==> src/verilog/ifs_pkg.sv <==
// shared constants and types of the instruction fetch sequencer
// assumes a 200 MHz clock; one character moves per clock edge
package ifs_pkg;
  localparam int CHAR_W = 7;
  localparam int CHARS_PER_WORD = 12;
  localparam int WORD_W = CHAR_W * CHARS_PER_WORD;
  localparam int HALF_W = WORD_W / 2;
  localparam int SLOTS = 10;
  localparam int CHANNELS = 100;
  localparam int ADDR_W = 8;
  localparam int DATA_W = 32;
  // character field layout: numeric bits, zone bits, check bit
  localparam int NUM_LSB = 0;
  localparam int ZONE_LSB = 4;
  localparam int CHECK_BIT = 6;
  localparam logic [1:0] ZONE_DIGIT = 2'h0;
  // sign character of a negative word; code is an arbitrary choice,
  // with an odd count of ones so a negative word passes the bus check
  localparam logic [6:0] MINUS_CHAR = 7'h4C;
  // timing: minor cycle is one word time of character slots
  localparam logic [3:0] CHAR_LAST = 4'hB;
  localparam logic [3:0] SLOT_LAST = 4'h9;
  localparam real CLK_NS = 5.0;
  localparam real MINOR_NS = 60.0;
  localparam int MINOR_CYCLES = int'(MINOR_NS / CLK_NS);
  // register offsets
  localparam logic [7:0] REG_CTRL = 8'h00;
  localparam logic [7:0] REG_STATUS = 8'h04;
  localparam logic [7:0] REG_PLOC = 8'h08;
  // control fields
  localparam int CTRL_RUN = 0;
  localparam int CTRL_RESTART = 1;
  localparam logic CTRL_RUN_RESET = 1'b0;
  // status fields
  localparam int ST_STAGE_LSB = 0;
  localparam int ST_WAIT = 2;
  localparam int ST_HALTED = 3;
  localparam int ST_PERR = 4;
  localparam int ST_OVF = 5;
  localparam int ST_MATCH = 6;
  localparam int ST_NEG = 7;
  localparam int ST_SLOT_LSB = 8;
  localparam logic [11:0] PLOC_RESET = 12'h000;
  typedef enum logic [1:0] {IFS_ALPHA, IFS_BETA, IFS_GAMMA, IFS_DELTA} ifs_stage_e;
endpackage

==> src/verilog/ifs_timing_if.sv <==
// carrier between the timing generator and the sequencer core
// assumes both ends share i_mclk
`timescale 1ns/10ps
interface ifs_timing_if;
  logic [3:0] char_cnt;
  logic [3:0] slot;
  logic minor_end;
  modport gen (output char_cnt, output slot, output minor_end);
  modport seq (input char_cnt, input slot, input minor_end);
endinterface
==> src/verilog/ifs_parity_chk.sv <==
// odd-parity checker for one character on the transfer bus
// assumes a whole character is presented in parallel each clock
`timescale 1ns/10ps
module ifs_parity_chk
(
  input wire logic [ifs_pkg::CHAR_W-1:0] i_char,
  output logic o_odd
);
  import ifs_pkg::*;

  // a valid character always holds an odd number of ones
  assign o_odd = ^i_char;
endmodule

==> src/verilog/ifs_sequencer.sv <==
// four-stage fetch sequencer core with register port
// assumes memory answers i_mem_char in the same clock as the gate opens;
// the execution decoder pulses i_exec_done once per executed instruction.
// Summary of operation
// - two-bit stage counter, fixed order, wraps
// - each stage opens with a wait, one minor cycle while run is set
// - first stage latches location positions 7-12
// - even character parity halts at next wait
// - seven-bit characters, twelve per word
// - position 1 is the sign
// - hundred channels of ten lockstep word slots
// - position 12 first; numeric, zone, check order
// - slot counter steps per minor cycle, modulo ten
// - second stage compares slot with latch digit
// - digits four and five pick one channel
// - second stage waits until slot matches
// - match cycle loads pair, adds one
// - match end steps to third stage, sets wait
// - second-stage end latches left instruction
// - location holds only three decimal digits
// - third stage decodes, executes, latches right
// - fourth stage executes, returns to first
// - overflow loads zeros into latch next
// - overflow suppresses next location increment
`timescale 1ns/10ps
module ifs_sequencer
(
  input wire logic i_mclk,
  input wire logic i_rst_n,
  input wire logic [ifs_pkg::ADDR_W-1:0] i_addr,
  input wire logic [ifs_pkg::DATA_W-1:0] i_wdata,
  input wire logic i_wr,
  input wire logic i_rd,
  output logic [ifs_pkg::DATA_W-1:0] o_rdata,
  input wire logic [ifs_pkg::CHAR_W-1:0] i_mem_char,
  output logic [ifs_pkg::CHANNELS-1:0] o_chan_gate,
  output logic [3:0] o_slot_sel,
  input wire logic i_overflow,
  input wire logic i_exec_done,
  input wire logic i_restart,
  output logic [1:0] o_stage,
  output logic o_wait,
  output logic o_decode,
  output logic o_execute,
  output logic [ifs_pkg::HALF_W-1:0] o_instr,
  output logic o_halted
);
  import ifs_pkg::*;

  typedef struct packed
  {
    ifs_stage_e stage;
    logic wait_interval;
    logic halted;
    logic perr;
    logic ovf;
    logic slot_match_flag;
    logic run;
    logic done_pend;
    logic [11:0] program_location_register;
    logic [WORD_W-1:0] instruction_pair_register;
    logic [HALF_W-1:0] static_instruction_latch;
    logic [CHANNELS-1:0] chan_gate;
    logic [3:0] slot_sel;
    logic decode;
    logic execute;
    logic [DATA_W-1:0] rdata;
  } ifs_core_s;

  ifs_core_s st;
  ifs_core_s next_st;
  ifs_timing_if tmg ();
  logic [CHAR_W-1:0] main_transfer_bus;
  logic bus_active;
  logic bus_odd;
  logic [3:0] slot_next;
  logic restart;
  logic [6:0] chan_idx;

  ifs_timing_gen u_timing_generator
  (
    .i_mclk(i_mclk),
    .i_rst_n(i_rst_n),
    .tmg(tmg)
  );

  ifs_parity_chk u_bus_parity_checker
  (
    .i_char(main_transfer_bus),
    .o_odd(bus_odd)
  );

  // a decimal digit as a bus character with odd check bit
  function automatic logic [CHAR_W-1:0] digit_char(input logic [3:0] d);
    logic [5:0] body;
    body = {ZONE_DIGIT, d};
    digit_char = {~(^body), body};
  endfunction

  // three-digit decimal increment; wraps 999 to 000
  function automatic logic [11:0] bcd_inc(input logic [11:0] v);
    logic [11:0] r;
    r = v;
    if (v[3:0] != 4'h9)
      r[3:0] = v[3:0] + 4'h1;
    else
    begin
      r[3:0] = 4'h0;
      if (v[7:4] != 4'h9)
        r[7:4] = v[7:4] + 4'h1;
      else
      begin
        r[7:4] = 4'h0;
        r[11:8] = (v[11:8] != 4'h9) ? v[11:8] + 4'h1 : 4'h0;
      end
    end
    bcd_inc = r;
  endfunction

  // location word is nine zero digits then three address digits
  function automatic logic [CHAR_W-1:0] ploc_char(input logic [11:0] pl,
                                                   input logic [3:0] cnt);
    logic [3:0] d;
    d = 4'h0;
    if (cnt == 4'h0)
      d = pl[3:0];
    else if (cnt == 4'h1)
      d = pl[7:4];
    else if (cnt == 4'h2)
      d = pl[11:8];
    ploc_char = digit_char(d);
  endfunction

  // channel index from instruction digits four (tens) and five (ones)
  function automatic logic [6:0] chan_of(input logic [HALF_W-1:0] lat);
    logic [6:0] tens;
    logic [6:0] ones;
    tens = {3'h0, lat[2*CHAR_W+NUM_LSB +: 4]};
    ones = {3'h0, lat[CHAR_W+NUM_LSB +: 4]};
    chan_of = 7'(tens * 7'd10 + ones);
  endfunction

  // slot of the coming minor cycle: the match flag is set one cycle ahead
  assign slot_next = (tmg.slot == SLOT_LAST) ? 4'h0 : tmg.slot + 4'h1;
  assign restart = i_restart || (i_wr && i_addr == REG_CTRL && i_wdata[CTRL_RESTART]);
  // the latch never moves while a gate is open, so the registered copy
  // serves and keeps the gate decode out of its own fan-in
  assign chan_idx = chan_of(st.static_instruction_latch);

  // bus source: location word in first stage, memory in the match cycle
  always_comb
  begin
    bus_active = 1'b0;
    main_transfer_bus = '0;
    if (!st.halted && !st.wait_interval)
    begin
      if (st.stage == IFS_ALPHA)
      begin
        bus_active = 1'b1;
        main_transfer_bus = ploc_char(st.program_location_register, tmg.char_cnt);
      end
      else if (st.stage == IFS_BETA && st.slot_match_flag)
      begin
        bus_active = 1'b1;
        main_transfer_bus = i_mem_char;
      end
    end
  end

  // sequencing, flags and register port
  always_comb
  begin
    next_st = st;
    // overflow is sticky until the next second stage has used it
    if (i_overflow)
      next_st.ovf = 1'b1;
    // restart clears the halt; a fresh error in the same cycle still wins
    if (restart)
    begin
      next_st.halted = 1'b0;
      next_st.perr = 1'b0;
    end
    if (bus_active && !bus_odd)
      next_st.perr = 1'b1;
    // every bus character lands in the pair register at its own position
    if (bus_active)
      next_st.instruction_pair_register[7*int'(tmg.char_cnt) +: CHAR_W] = main_transfer_bus;
    // a halted machine freezes stage and wait until a restart arrives
    if (!st.halted)
    begin
      // comparison runs in the wait and every later minor cycle;
      // a match seen for the wait cycle itself is dropped, since the gate
      // only opens outside a wait: the worst case is ten cycles after it
      if (st.stage == IFS_BETA && tmg.minor_end && !(st.slot_match_flag && !st.wait_interval))
        next_st.slot_match_flag = (slot_next == st.static_instruction_latch[3:0]);
      if (st.wait_interval)
      begin
        // a wait lasts one minor cycle while run is set; a pending error halts here instead
        if (tmg.minor_end)
        begin
          if (st.perr)
            next_st.halted = 1'b1;
          else if (st.run)
            next_st.wait_interval = 1'b0;
        end
      end
      else
      begin
        unique case (st.stage)
          IFS_ALPHA:
          begin
            if (tmg.minor_end)
            begin
              // overflow forces the next pair to come from location 000
              if (st.ovf)
                next_st.static_instruction_latch = '0;
              else
                next_st.static_instruction_latch =
                  next_st.instruction_pair_register[HALF_W-1:0];
              next_st.stage = IFS_BETA;
              next_st.wait_interval = 1'b1;
              next_st.slot_match_flag =
                (slot_next == next_st.static_instruction_latch[3:0]);
            end
          end
          IFS_BETA:
          begin
            // stay here until the slot comes round
            if (tmg.minor_end && st.slot_match_flag)
            begin
              next_st.static_instruction_latch =
                next_st.instruction_pair_register[WORD_W-1:HALF_W];
              if (!st.ovf)
                next_st.program_location_register =
                  bcd_inc(st.program_location_register);
              next_st.ovf = i_overflow;
              next_st.slot_match_flag = 1'b0;
              next_st.stage = IFS_GAMMA;
              next_st.wait_interval = 1'b1;
            end
          end
          IFS_GAMMA:
          begin
            // done is held until the minor-cycle boundary, so the next wait
            // is a whole minor cycle wherever the decoder finishes
            if (i_exec_done)
              next_st.done_pend = 1'b1;
            if (tmg.minor_end && next_st.done_pend)
            begin
              next_st.static_instruction_latch =
                st.instruction_pair_register[HALF_W-1:0];
              next_st.done_pend = 1'b0;
              next_st.stage = IFS_DELTA;
              next_st.wait_interval = 1'b1;
            end
          end
          IFS_DELTA:
          begin
            // same boundary rule as the third stage
            if (i_exec_done)
              next_st.done_pend = 1'b1;
            if (tmg.minor_end && next_st.done_pend)
            begin
              next_st.done_pend = 1'b0;
              next_st.stage = IFS_ALPHA;
              next_st.wait_interval = 1'b1;
            end
          end
        endcase
      end
    end
    // register writes
    // a location write lands over any increment of the same cycle
    if (i_wr && i_addr == REG_CTRL)
      next_st.run = i_wdata[CTRL_RUN];
    if (i_wr && i_addr == REG_PLOC)
      next_st.program_location_register = i_wdata[11:0];
    // read data stand only in the cycle after the strobe
    next_st.rdata = '0;
    if (i_rd)
    begin
      if (i_addr == REG_CTRL)
        next_st.rdata[CTRL_RUN] = st.run;
      else if (i_addr == REG_PLOC)
        next_st.rdata[11:0] = st.program_location_register;
      else if (i_addr == REG_STATUS)
      begin
        next_st.rdata[ST_STAGE_LSB +: 2] = st.stage;
        next_st.rdata[ST_WAIT] = st.wait_interval;
        next_st.rdata[ST_HALTED] = st.halted;
        next_st.rdata[ST_PERR] = st.perr;
        next_st.rdata[ST_OVF] = st.ovf;
        next_st.rdata[ST_MATCH] = st.slot_match_flag;
        // sign lives in position 1 of the fetched word
        next_st.rdata[ST_NEG] =
          (st.instruction_pair_register[WORD_W-1 -: CHAR_W] == MINUS_CHAR);
        next_st.rdata[ST_SLOT_LSB +: 4] = tmg.slot;
      end
    end
    // outputs registered from the coming state so they line up with it
    next_st.chan_gate = '0;
    next_st.slot_sel = next_st.static_instruction_latch[3:0];
    if (next_st.stage == IFS_BETA && next_st.slot_match_flag && !next_st.wait_interval
        && !next_st.halted)
      next_st.chan_gate = {{(CHANNELS-1){1'b0}}, 1'b1} << chan_idx;
    next_st.decode = (next_st.stage == IFS_GAMMA || next_st.stage == IFS_DELTA)
                     && next_st.wait_interval;
    // execute drops once the decoder reports done, though the stage itself
    // moves only at the minor-cycle boundary
    next_st.execute = (next_st.stage == IFS_GAMMA || next_st.stage == IFS_DELTA)
                      && !next_st.wait_interval && !next_st.halted && !next_st.done_pend;
  end

  // halted state freezes stage and wait until restart
  always_ff @(posedge i_mclk or negedge i_rst_n)
  begin
    if (!i_rst_n)
    begin
      st <= '0;
      st.stage <= IFS_ALPHA;
      st.wait_interval <= 1'b1;
      st.run <= CTRL_RUN_RESET;
      st.program_location_register <= PLOC_RESET;
    end
    else
    begin
      st <= next_st;
    end
  end

  // every output is a register bit with no logic behind it
  assign o_rdata = st.rdata;
  assign o_chan_gate = st.chan_gate;
  assign o_slot_sel = st.slot_sel;
  assign o_stage = st.stage;
  assign o_wait = st.wait_interval;
  assign o_decode = st.decode;
  assign o_execute = st.execute;
  assign o_instr = st.static_instruction_latch;
  assign o_halted = st.halted;
endmodule

==> src/verilog/ifs_timing_gen.sv <==
// timing generator: character counter and word slot counter
// assumes i_mclk and async active-low reset shared with the core
`timescale 1ns/10ps
module ifs_timing_gen
(
  input wire logic i_mclk,
  input wire logic i_rst_n,
  ifs_timing_if.gen tmg
);
  import ifs_pkg::*;

  typedef struct packed
  {
    logic [3:0] char_cnt;
    logic [3:0] slot;
  } ifs_tg_s;

  ifs_tg_s st;
  ifs_tg_s next_st;

  // slot advances once per minor cycle, modulo ten
  always_comb
  begin
    next_st = st;
    if (st.char_cnt == CHAR_LAST)
    begin
      next_st.char_cnt = 4'h0;
      next_st.slot = (st.slot == SLOT_LAST) ? 4'h0 : st.slot + 4'h1;
    end
    else
    begin
      next_st.char_cnt = st.char_cnt + 4'h1;
    end
  end

  always_ff @(posedge i_mclk or negedge i_rst_n)
  begin
    if (!i_rst_n)
      st <= '0;
    else
      st <= next_st;
  end

  // count 0 carries position 12, count 11 carries position 1
  assign tmg.char_cnt = st.char_cnt;
  assign tmg.slot = st.slot;
  assign tmg.minor_end = (st.char_cnt == CHAR_LAST);
endmodule

==> config.mk <==
export PLATFORM = sky130hd
export DESIGN_NAME = ifs_sequencer
export DESIGN_NICKNAME = d
export VERILOG_FILES = /design/src/verilog/ifs_pkg.sv /design/src/verilog/ifs_timing_if.sv /design/src/verilog/ifs_parity_chk.sv /design/src/verilog/ifs_sequencer.sv /design/src/verilog/ifs_timing_gen.sv
export SDC_FILE = /design/constraint.sdc
export NUM_CORES = 1
export LEC_CHECK = 0
export BUFFER_PORTS_ARGS = -buffer_cell sky130_fd_sc_hd__buf_4
export CAP_MARGIN = 20
export CORE_MARGIN = 3
export CORE_UTILIZATION = 30
export DETAILED_ROUTE_END_ITERATION = 10
export GPL_TIMING_DRIVEN = 0
export SETUP_SLACK_MARGIN = 0.5
export SLEW_MARGIN = 20
export SYNTH_ARGS = -nofsm -noshare
export SYNTH_HDL_FRONTEND = slang
export SYNTH_SLANG_ARGS = --single-unit
==> constraint.sdc <==
create_clock -name i_mclk -period 8 [get_ports i_mclk]
set_clock_uncertainty 0.05 [all_clocks]
set_input_delay 1.2 -clock i_mclk [delete_from_list [all_inputs] [get_ports i_mclk]]
set_output_delay 1.2 -clock i_mclk [all_outputs]
set_load 0.03 [all_outputs]
Yosys cells after proc, flatten, opt, wreduce, memory -nomap -nowiden:

Index checks and enable logic that the tools add are counted.

* $add $sub $neg: 7
* $mul: 2
* equality and inequality tests: 26
* shifts and indexed selects: 3
* multiplexer cells: 74
* bitwise logic cells: 3
* reductions and logical operators: 41

Operators by type and width (number)
* two-way mux 42 bit: 8
* case mux 42 bit (3 select lines): 1
* two-way mux 100 bit: 1
* << shifter 1 x 7 -> 100 bit, first input constant: 1
* bitwise mux 84 bit: 1
* two-way mux 12 bit: 7
* two-way mux 84 bit: 1
* variable shift 7 x 33 -> 84 bit, first input constant: 1
* indexed part select 7 x 33 -> 84 bit: 1
* two-way mux 4 bit: 12
* negator 7 -> 33 bit: 1
* two-way mux 13 bit: 2
* two-way mux 1 bit: 23
* two-way mux 7 bit: 3
* adder 4 x 1 -> 4 bit, second input constant: 5
* logical AND 1 bit: 19
* two-way mux 2 bit: 6
* two-way mux 3 bit: 4
* != test 2 x 1 -> 1 bit, second input constant: 6
* != test 4 bit, second input constant: 3
* case mux 3 bit (4 select lines): 1
* AND reduction 6 bit: 2
* two-way mux 11 bit: 1
* equality test 2 bit, second input constant: 4
* 26 further kinds: 42

* register bits after elaboration: 269
* input port bits: 54
* output and inout bits: 184

Logic depth before layout (Yosys ltp):

Gate-level depths: netlist of the first run.

* word-level depth: 27
* gate-level depth with buffers: 15
* depth with buffers taken out: 10

Hierarchy:

Synthesis of the first run repeated with hierarchy kept, for this count alone.

* cells, all modules: 1391
* area total of the unflattened synthesis: 14411.3 um2

Modules (own cells, without submodules)
* ifs_sequencer: times used 1, cells each 1358, area an instance 13990.9 um2, sequential area each 6532.5 um2
* ifs_timing_gen: times used 1, cells each 29, area an instance 357.8 um2, sequential area each 200.2 um2
* ifs_parity_chk: times used 1, cells each 4, area an instance 62.6 um2, sequential area each 0.0 um2

Least setup slack after synthesis of the first run:

No wires, ideal clock.

* kind: reg-to-reg
* from: reg u_timing_generator.st, in the netlist u_timing_generator.tmg.char_cnt[0]
* to: reg st, in the netlist o_chan_gate[57]
* setup time: 101 ps
* arrival time: 3108 ps
* data required time: 7849 ps
* setup slack: 4741 ps
* stages on the path, launching flop included: 14
* path buffers: 3
* cells stage by stage: dfrtp_1 -> buf_2 -> inv_1 -> ha_1 -> or3_1 -> nor2_8 -> nand2_4 -> a22o_1 -> and3_1 -> o41ai_2 -> o21ai_1 -> buf_6 -> buf_4 -> nor4_1

RTL lines
* from (decl): line ifs_timing_gen.sv:18 `ifs_tg_s st;`
* from (signal assigned): line ifs_timing_gen.sv:41 `st <= next_st;`
* to (signal assigned): line ifs_sequencer.sv:327 `st <= next_st;`
* to (decl): line ifs_sequencer.sv:70 `ifs_core_s st;`

==> results_dict.tcl, run 1 <==
set metrics [dict create \
    post-route-period-util_pct 53.90 \
    irDropWorstVdd_mv 0.1912 \
    critPathLaunchType "flop" \
    ctsResizeCount 0 \
    cts_hold_buffers 0 \
    postRouteAntennaNets 0 \
    fin_area_mm2 0.01762 \
    fin_tns_setup_ns 0 \
    syn2layout_area_growth_pct 23.82 \
    first_pass_iters 5 \
    fp.dieH_um 223.8 \
    clk_latency_ns 0.58 \
    setup_violations 0 \
    synth_warnings 0 \
    r2r-end "o_chan_gate[21]" \
    drive_gt1_share_pct 34.52 \
    grt-ovfl-total 0 \
    crit_required_ns 8.34 \
    status "finished clean" \
    synth_ff_type "dfrtp_1" \
    placed_area_mm2 0.01660 \
    instances_no_fill 2264 \
    wl_um 42860 \
    drtIter0Drc 782 \
    endpoint "o_chan_gate[21]" \
    p_leak_uw 0.008248 \
    startpoint "u_timing_generator.tmg.char_cnt[0]" \
    dieArea_mm2 0.05009 \
    drc 0 \
    cts_root_buf "clkbuf_16" \
    dp.cells 2209 \
    path_max_fanout 10 \
    synth_enable_flop_cells 0 \
    tightest_slew_ns 0.8095 \
    via_per_inst 4.879 \
    clock_sinks 269 \
    start_util_pct 30.44 \
    slew_violations 0 \
    post_cts.repair.setup_buffers 0 \
    relSlewSlack_pct 45.84 \
    r2r.worst_path.cells 13 \
    tritoncts "yes" \
    dp_hpwl_um 31920 \
    p_per_area_mw_per_mm2 264.8 \
    cap_violations 0 \
    clockBufferDepth 3 \
    grt_pass1_wl_um 65680 \
    final_common_cell "buf_4" \
    grt_pass1_vias 11172 \
    antenna_found_initial 0 \
    vias 11045 \
    layout_common_cells "379 x buf_4, 268 x dfrtp_1, 143 x nor2_1, 135 x nand2_1, 69 x clkbuf_1" \
    async_flop_share_pct 100.0 \
    cts_buffers 30 \
    worstReg2RegStart "u_timing_generator.tmg.char_cnt[0]" \
    post-place-ws_ns 3.820 \
    rows 79 \
    hold_viol_final 0 \
    crit_type "flop to flop" \
    syn_area_mm2 0.01423 \
    worst-r2r-setup-slack_ns 3.69 \
    portBuffers 197 \
    path_clk_slew_ns 0.06 \
    die_w_um 223.8 \
    postSynthRegisterBits 269 \
    rsz0062_at_grt "no" \
    min_path_type "flop to flop" \
    cts_max_level 1 \
    syn_inst 1384 \
    fp.coreArea_mm2 0.04675 \
    synth.distinct_cells 69 \
    finalCriticalPeriod_ns 4.312 \
    cp-end-kind "flop" \
    ys_seq_area_share_pct 47.31 \
    max_freq_mhz 231.9 \
    syn_area_per_cell_um2 10.28 \
    layout_setup_ws_ns 3.688 \
    crit_arrival_ns 4.65 \
    groute.usage.overall_pct 16.53 \
    antennaDiodeCount 0 \
    finalCoreUtilization_pct 37.69 \
    wl_per_cell_um 18.93 \
    gp_congestion 0.9033 \
    grt_max_degree 101 \
    nets 1712 \
    io_pins 238 \
]
## kinds of logic after synthesis
group	synth area share, %
other	0.02635
AO/OA/AOI/OAI	11.73
flip-flops	47.31
adder cells (fa/ha/maj)	2.215
buffers and inverters	13.18
multiplexers	4.440
XOR/XNOR	1.354
AND/OR/NAND/NOR	19.75
## power by group
group / switching, µW / total, µW / internal (µW)
combinational: 1070 / 1680 / 612
clock: 582 / 1430 / 845
sequential: 94.5 / 1560 / 1470
total: 1740 / 4670 / 2920
## worst min path at each step
stage	startpoint	end	depth (start not counted)
floorplan	st[200]	st[200]	2
global placement	st[200]	st[200]	2
detailed placement	st[200]	st[200]	2
CTS	st[200]	st[200]	2
global route	st[200]	st[200]	2
finish	st[200]	st[200]	2
## per-stage QoR
| step | hold slack [ns] | total power [µW] |
|---|---|---|
| floorplan | 0.3920 | 2707 |
| global placement | 0.4054 | 3239 |
| detailed placement | 0.4147 | 3258 |
| CTS | 0.4257 | 4707 |
| global route | 0.4452 | 4886 |
| finish | 0.4286 | 4667 |
## cell usage after synthesis, types with 5 or more instances
master    number  area [µm²]
dfrtp_1      268        6706
buf_4        183        1374
nor2_1       143       536.8
nand2_1      135       506.7
clkbuf_1      62       232.7
o21ai_0       59       295.3
mux2_2        49       551.8
nor4b_2       40       600.6
a22o_1        37       324.1
a221oi_1      36       315.3
nor4_1        34       212.7
a21oi_1       33       165.2
inv_1         25       93.84
ha_1          22       275.3
nand3_1       22       110.1
nor4_2        18       225.2
nor3_1        16       80.08
xnor2_1       16       140.1
a22oi_1       15       112.6
buf_2         14       70.07
nand2b_1      13       81.33
nor4b_1       12       105.1
o31ai_1       10       75.07
buf_6          9       101.4
a31oi_1        8       50.05
mux2i_1        8       80.08
nor2b_1        6       37.54
xor2_1         6       52.55
a32oi_1        5       43.79
and2_1         5       31.28
or3_1          5       31.28
## routing by layer
layer	track usage (%)	vias to the layer above	wire length (µm)
li1	-	5190	-
met1	22.56	5364	19140
met2	27.60	425	20220
met3	2.503	66	2337
met4	4.313	0	1156
met5	0	-	0
## registers in the layout (all words and copies together) (netlist names)
signal and count:
st 101, o_chan_gate 100, o_instr 42, o_rdata 12, u_timing_generator.tmg.char_cnt 4, u_timing_generator.tmg.slot 4, o_stage 2, o_decode 1
o_execute 1, o_halted 1, o_wait 1
## area by class of cell
| cell class | instances | area [µm²] |
|---|---|---|
| Clock inverter | 12 | 158.9 |
| Clock buffer | 43 | 859.6 |
| Multi-Input combinational cell | 840 | 5695 |
| Inverter | 25 | 93.84 |
| Buffer | 269 | 1782 |
| Fill cell | 4634 | 29130 |
| Tap cell | 607 | 759.5 |
| Sequential cell | 269 | 6733 |
| Timing Repair Buffer | 199 | 1541 |
## critical path: stages (launching register included)
cell and delay (ns):
dfrtp_1 0.44, buf_2 0.22, inv_1 0.17, ha_1 0.16, clkbuf_1 0.30, nand3b_1 0.12, a221oi_1 0.61, a22o_1 0.34
a22o_1 0.23, a21oi_1 0.10, o41ai_2 0.34, o21ai_1 0.19, clkbuf_1 0.29, nor4b_1 0.55
Power figures use the tool's default switching activity.
==> run 2, diff against run 1 <==
--- a/config.mk
+++ b/config.mk
@@ -5,6 +5,7 @@
 export SDC_FILE = /design/constraint.sdc
 export NUM_CORES = 1
 export LEC_CHECK = 0
+export ABC_AREA = 1
 export BUFFER_PORTS_ARGS = -buffer_cell sky130_fd_sc_hd__buf_4
 export CAP_MARGIN = 20
 export CORE_MARGIN = 3
==> constraint.sdc (replaced) <==
create_clock -name i_mclk -period 4.3 [get_ports i_mclk]
set_clock_uncertainty 0.05 [all_clocks]
set_input_delay 0.645 -clock i_mclk [delete_from_list [all_inputs] [get_ports i_mclk]]
set_output_delay 0.645 -clock i_mclk [all_outputs]
set_load 0.03 [all_outputs]
==> results_dict.tcl, run 2 <==
set metrics [dict create \
    power_uw 11930 \
    path_clk_slew_ns 0.06 \
    worst-r2r-setup-slack_ns 0.72 \
    cts_max_level 1 \
    syn_inst 1601 \
    layout_common_cells "378 x buf_4, 290 x nand2_1, 268 x dfrtp_1, 172 x nor2_1, 113 x o21ai_0" \
    critPathLaunchType "flop" \
    crit_required_ns 4.74 \
    drc 0 \
    synth_enable_flop_cells 0 \
    grt_pass1_wl_um 65910 \
    tightest_slew_ns 1.030 \
    tritoncts "yes" \
    wl_um 41950 \
    dp_hpwl_um 31590 \
    clk_latency_ns 0.59 \
    syn_area_mm2 0.01395 \
    antennaDiodeCount 0 \
    yosys.area.top_type_share_pct 48.09 \
    slew_violations 0 \
    synth.distinct_cells 59 \
    wl_per_cell_um 16.92 \
    grt-ovfl-total 0 \
    io_pins 238 \
    first_pass_iters 7 \
    rsz0062_at_grt "no" \
    cp.depth 17 \
    synth_area_leaders "dfrtp_1 48%, buf_4 9.7%, nand2_1 7.8%" \
    cap_violations 0 \
    cts_root_buf "clkbuf_16" \
    groute.usage.overall_pct 16.72 \
    largest_register_ffs 101 \
    crit_type "flop to flop" \
    syn_area_per_cell_um2 8.711 \
    yosys-top-cells-count "290 x nand2_1, 268 x dfrtp_1, 181 x buf_4" \
    failed_checks "negative hold slack" \
    hold_viol_final 1 \
    die_w_um 221.6 \
    fp.coreArea_mm2 0.04567 \
    synth.most_common_cell "nand2_1" \
    postRouteAntennaNets 0 \
    grt_max_degree 96 \
    p_leak_uw 0.008638 \
    via_per_inst 4.559 \
    fin_tns_setup_ns 0 \
    p_per_area_mw_per_mm2 681.2 \
    finalCriticalPeriod_ns 3.577 \
    r2r.worst_path.cells 17 \
    final_common_cell "buf_4" \
    relSlewSlack_pct 30.72 \
    crit_path_cell_trace "clkbuf_4 > inv_1 > clkbuf_2 > ha_1 > clkbuf_2 > nor2_4 > nand3_4 > nor2_8 > nor2_1 > a21oi_2 > nand2_2 > xor2_2 > nand3_2 > a21boi_4 > nand3_4 > buf_6 > nor2_1" \
    yosysTopAreaCell "dfrtp_1" \
    min_path_type "input port to async pin" \
    crit_arrival_ns 4.02 \
    synth_ff_type "dfrtp_1" \
    regMostFlops "st" \
    clockBufferDepth 3 \
    postSynthRegisterBits 269 \
    dieArea_mm2 0.04911 \
    synth_warnings 0 \
    gp_congestion 0.9298 \
    async_flop_share_pct 100.0 \
    drive_gt1_share_pct 28.47 \
    drtIter0Drc 817 \
    status "finished with violations" \
    critPathMaxStageDelay_ns 0.43 \
    fp.dieH_um 221.6 \
    cp_num_buf_inv 5 \
    holdWs_ns -0.0005616 \
    worstReg2RegStart "u_timing_generator.tmg.char_cnt[0]" \
    cts_buffers 31 \
    vias 11301 \
    nets 1932 \
    portBuffers 197 \
    clock_sinks 269 \
    irDropWorstVdd_mv 0.4149 \
    crit_slowest_cell "dfrtp_1" \
    antenna_found_initial 0 \
    rows 78 \
    path_max_fanout 11 \
    max_freq_mhz 279.6 \
    start_util_pct 30.53 \
    syn2layout_area_growth_pct 25.52 \
    cp_top_family "simple AND/OR/NAND/NOR gates" \
    grt_pass1_vias 11474 \
    ys_seq_area_share_pct 48.28 \
    cp-end-kind "flop" \
    r2r-end "o_chan_gate[23]" \
    post-route-period-util_pct 83.18 \
    setup_violations 0 \
]
==> run 2: cell count changes in the layout (fill, tap and decap cells not counted), moves of 40 or more <==
| cell | change |
|---|---|
| inv_1 | +85 |
| mux2_2 | -49 |
| nand2_1 | +155 |
| nand3_1 | +63 |
| nor4b_2 | -40 |
| o21ai_0 | +54 |
==> run 2: power breakdown <==
group / leakage [µW] / switching [µW] / internal (µW)
logic: 0.00466 / 3730 / 1700
registers: 0.00341 / 366 / 3160
clock network: 0.000569 / 1120 / 1850
==> run 2: worst max path at each step <==
stage / start / endpoint / slack (ns)
after global placement: i_rst_n / o_chan_gate[61] / 0.20
after floorplan: u_timing_generator.tmg.char_cnt[0] / o_chan_gate[54] / 1.16
after global routing: u_timing_generator.tmg.char_cnt[0] / o_chan_gate[30] / 0.49
after detailed placement: u_timing_generator.tmg.char_cnt[0] / o_chan_gate[7] / 0.26
final: u_timing_generator.tmg.char_cnt[0] / o_chan_gate[23] / 0.72
after CTS: u_timing_generator.tmg.char_cnt[0] / o_chan_gate[23] / 0.56
==> run 2: logic make-up (layout without fill, tap and decap cells) <==
logic type / after synthesis / after routing / synth area share (%)
xor+xnor: 23 / 23 / 1.498
other cells: 1 / 20 / 0.02689
flops: 269 / 269 / 48.28
buf+inv: 365 / 624 / 15.29
fa+ha+maj: 24 / 24 / 2.261
mux: 3 / 3 / 0.2153
simple gates: 659 / 659 / 21.64
compound gates: 257 / 257 / 10.79
==> run 2: per-layer routing <==
metal  vias up  GRT usage [%]  part of all wire, %  wire length [µm]
met5         -              0                    0                 0
met4         0          5.841                  3.3              1405
met3        77          2.714                  5.3              2215
met2       356          28.30                   48             20000
met1      5365          21.72                   44             18330
li1       5503              -                    -                 -
==> run 2: what timing repair did <==
action | CTS | global route
endpoints found under the setup margin | 92 | 96
hold buffers | 0 | 0
gates resized for setup | 3 | 4
buffers inserted | 0 | 2
pin swaps | 0 | 2
==> run 2: layout make-up <==
type | instances | area (µm²)
flip-flops and latches | 269 | 6733
repair buffers | 201 | 1569
clock inverters | 20 | 326.6
multi-input cells | 986 | 5167
clock buffers | 38 | 822.0
plain buffers | 249 | 1697
fillers | 4669 | 28170
well taps | 600 | 750.7
inverters | 116 | 440.4
==> run 2: metrics by stage <==
step	instances	util, %	setup slack, ns	hold WS [ns]	area, µm²
6_report	2479	38.33	0.7233	-0.0005616	17510
5_1_grt	2479	38.33	0.4910	0.04036	17510
4_1_cts	2477	38.25	0.5628	0.01121	17470
3_5_place_dp	2419	35.71	0.2562	0.4158	16310
3_3_place_gp	2417	35.57	0.1959	0.4102	16250
2_1_floorplan	1620	-	1.156	0.2994	14020
==> run 2: worst reg2reg max path: stages, from the launching register on <==
cell      delay [ns]
dfrtp_1         0.43
clkbuf_4        0.25
inv_1           0.07
clkbuf_2        0.22
ha_1            0.33
clkbuf_2        0.23
nor2_4          0.19
nand3_4         0.16
nor2_8          0.19
nor2_1          0.07
a21oi_2         0.22
nand2_2         0.10
xor2_2          0.14
nand3_2         0.12
a21boi_4        0.25
nand3_4         0.18
buf_6           0.20
nor2_1          0.09
